## src/hw/ctc_consts.vh

```
`ifndef CTC_CONSTS_VH
`define CTC_CONSTS_VH

// test-mode setting codes
`define CTC_MODE_W         2
`define CTC_MODE_DISABLED  2'h0
`define CTC_MODE_TEST      2'h1
`define CTC_MODE_BLOCKED   2'h2

// contact test command codes
`define CTC_CMD_W          2
`define CTC_CMD_NOP        2'h0
`define CTC_CMD_APPLY      2'h1
`define CTC_CMD_REMOVE     2'h2

// probe selector
`define CTC_SEL_W          9
`define CTC_SEL_DEF_BASE   9'h040
`define CTC_PROBES         8

// indicator test timing
`define CTC_CLK_HZ         40000000
`define CTC_TICK_HZ        1000
`define CTC_IND_TEST_MS    2000
`define CTC_PRESCALE       (`CTC_CLK_HZ / `CTC_TICK_HZ)

// cause of transmission codes
`define CTC_COT_W          8
`define CTC_COT_NORMAL     8'h01
`define CTC_COT_TEST       8'h07

`endif

```

## src/hw/ctc_tick_divider.v

```verilog
`timescale 1ns/1ps
`include "ctc_consts.vh"

module ctc_tick_divider
#(
    parameter DIVIDE = `CTC_PRESCALE,
    parameter CNT_W  = 16
)
(
    input  wire clock,
    input  wire rst_b,
    input  wire run,
    output reg  tick_reg
);
    reg [CNT_W-1:0] count_reg;

    // divider only counts while a timed test runs so each run starts aligned
    always @(posedge clock or negedge rst_b)
    begin
        if (!rst_b)
        begin
            count_reg <= {CNT_W{1'b0}};
            tick_reg  <= 1'b0;
        end
        else if (!run)
        begin
            count_reg <= {CNT_W{1'b0}};
            tick_reg  <= 1'b0;
        end
        else if (count_reg == DIVIDE[CNT_W-1:0] - 1'b1)
        begin
            count_reg <= {CNT_W{1'b0}};
            tick_reg  <= 1'b1;
        end
        else
        begin
            count_reg <= count_reg + 1'b1;
            tick_reg  <= 1'b0;
        end
    end
endmodule // ctc_tick_divider

```

## config.mk

```make
export PLATFORM = sky130hd
export DESIGN_NAME = ctc_tick_divider
export DESIGN_NICKNAME = d
export VERILOG_FILES = /design/src/hw/ctc_tick_divider.v
export VERILOG_INCLUDE_DIRS = /design/src /design/src/hw
export SDC_FILE = /design/constraint.sdc
export NUM_CORES = 1
export LEC_CHECK = 0
export BUFFER_PORTS_ARGS = -buffer_cell sky130_fd_sc_hd__buf_2
export CAP_MARGIN = 40
export CORE_UTILIZATION = 57
export DETAILED_ROUTE_END_ITERATION = 6
export GPL_ROUTABILITY_DRIVEN = 1
export GPL_TIMING_DRIVEN = 1
export HOLD_SLACK_MARGIN = 0.15
export PLACE_DENSITY = 0.75
export SLEW_MARGIN = 30
export SYNTH_ARGS = -nofsm -noshare
export SYNTH_HDL_FRONTEND = slang
export SYNTH_SLANG_ARGS = --single-unit
```

## constraint.sdc

```tcl
create_clock -name clock -period 2.05 [get_ports clock]
set_input_delay 0.1025 -clock clock [delete_from_list [all_inputs] [get_ports clock]]
set_output_delay 0.1025 -clock clock [all_outputs]
set_load 0.01 [all_outputs]
```

==> results.cfg <==
[run_status]
status = finished clean

[placed_design]
place_ws_ps = 179
dp_hpwl_mm = 1.09
globalplace.congestion = 0.836
place_inst = 102
portBuffers = 3

[flow_run]
drv_cap = 0

[timing]
rsz0062_at_grt = no
tightest_slew_ps = 369
final_max_slew_viol_count = 0
post-route-min-period_ps = 1880
period_share_pct = 91.7
final-setup-viol-count = 0
setup_tns_ps = 0
finalWorstSetupSlack_ps = 170
finClkSkew_ps = 7.08
hold_violations = 0
holdWs_ps = 246
max_freq_mhz = 532
timing.slew.headroom_pct = 75.4

[die]
row_count = 13
die_w_um = 40.7
ios = 4
die_area_um2 = 1650
start_util_pct = 63.1
core-area_um2 = 1350
fp.dieH_um = 40.7

[yosys]
ys.flop_type = dfrtp_1
synth_edf_count = 0
synth_seq_area_share_pct = 49.9
synthesis.area_um2 = 852
ys_top_cells_by_area = dfrtp_1, xnor2_1, nor2_1
avgSynthCellArea_um2 = 10.3
synthArstFlopShare_pct = 100
yosys.area.top_type = dfrtp_1
ys_types = 25
synth-seq-cells = 17
synth_nets = 87
netlist.area_leader.share_pct = 49.9
synth_cells = 83
ys_warn_count = 0

[cells_and_area]
layout_commonest_cell = dfrtp_1
mostFrequentLayoutCells = dfrtp_1, nor2_1, xnor2_1
synthToLayoutAreaGrowth_pct = 8.96
postLayoutCoreUtil_pct = 68.8
num-nets-final = 98
stdcell_count = 108
fillers = 110
layout-drive-gt1-share_pct = 17.2
largest_register_ffs = 16
n_antenna_cell = 0

[min_path]
hold_class = in -> async

[cts]
numCtsBuffers = 3
cts.clk_slew.worst_paths_ps = 100
clockRootBuffer = clkbuf_4
cts_sinks = 17
htree_num_levels = 1
cts_tree = done
cts_resized = 0
clk_latency_ps = 290
clock_path_buffers = 2

[drt]
drt-initial-drc-count = 10
post-route-drc-count = 0
wl_per_cell_um = 14.3
drtAntennaViolNets = 0
vias_per_cell = 5.76
routed_wl_mm = 1.55
vias = 622
drt-pass1-iter-count = 4

[power_and_ir_drop]
vdd_drop_max_mv = 0.366
p_leak_nw = 0.373
p_per_area_nw_per_um2 = 585

[worst_setup_path]
worst-setup-path-type = reg -> reg
end_kind = register
crit_path_start_kind = register
crit_start = count_reg[8]
cp_max_fo = 15
cp.arrival_ps = 2050
r2r_start = count_reg[8]
worstPathRequired_ps = 2220

[global_route]
grt_pass1_wl_mm = 2.42
grt_max_degree = 18
overflow = 0
grt_pass1_vias = 548
antenna_found_initial = 0
grt_usage_pct = 23.1
-- layer usage --
metal | track usage, % | vias to the layer above | wire length, µm
met2 | 37.3 | 12 | 733
met5 | 0 | - | 0
met3 | 3.26 | 2 | 43
li1 | - | 314 | -
met1 | 29.7 | 294 | 759
met4 | 12.5 | 0 | 12
-- layout make-up --
| type | count | area (µm²) | area share [%] |
|---|---|---|---|
| sequential | 17 | 425 | 45.8 |
| timing repair buffer | 7 | 50.0 | 5.39 |
| tap | 15 | 18.8 | 2.02 |
| multi-input combinational | 63 | 399 | 43.0 |
| clock inverter | 1 | 5.00 | 0.539 |
| inverter | 2 | 7.51 | 0.809 |
| clock buffer | 3 | 22.5 | 2.43 |
-- cells by family (layout without fill, tap and decap cells) --
family / after synthesis / after routing / synth area share, %
AND/OR/NAND/NOR: 46 / 46 / 30.1
adder cells (fa/ha/maj): 1 / 1 / 1.47
flip-flops: 17 / 17 / 49.9
buffers and inverters: 3 / 13 / 3.23
XOR/XNOR: 12 / 12 / 12.3
AO/OA/AOI/OAI: 4 / 4 / 2.94
-- critical path: stages, from the launching register on --
cell and delay, ps:
dfrtp_1 450, or4b_1 550, or4_4 520, nand2_4 190, nor2_1 70
-- synth_stat cells, types with 2 or more instances --
master,number
xor2_1,3
nor3_1,2
xnor2_1,9
nor2_2,2
nand4_1,4
nand2_1,4
or4_1,2
o31ai_1,2
dfrtp_1,17
or2_2,2
nor4_1,5
nor2_1,12
a21oi_1,2
inv_1,2
nand3_1,5
-- per-stage QoR --
step | power, mW | instance area [µm²]
floorplan | 0.366 | 852
global placement | 0.374 | 881
detailed placement | 0.374 | 881
CTS | 0.554 | 928
global route | 0.567 | 928
finish | 0.543 | 928
-- repair_timing --
action                     4_1_cts  5_1_grt
buffers inserted                 0        0
hold endpoints to repair        19        0
setup endpoints to repair        0        0
hold buffers                     2        0
-- path summary, 6_finish.rpt --
kind	slack [ps]	cells after the start	end
max in group asynchronous	1530	2	count_reg[7]
max	170	4	count_reg[3]
min in group clock	500	1	count_reg[0]
min reg2reg	500	1	count_reg[0]
max reg2reg	170	4	count_reg[3]
min	250	2	count_reg[5]
-- report_power, final --
group	internal [mW]	switching, mW	total, mW
registers	0.340	0.00540	0.345
logic	0.00946	0.0152	0.0247
clock network	0.0724	0.101	0.173
total	0.422	0.121	0.543
No activity file was read; power rests on OpenSTA's default activity.
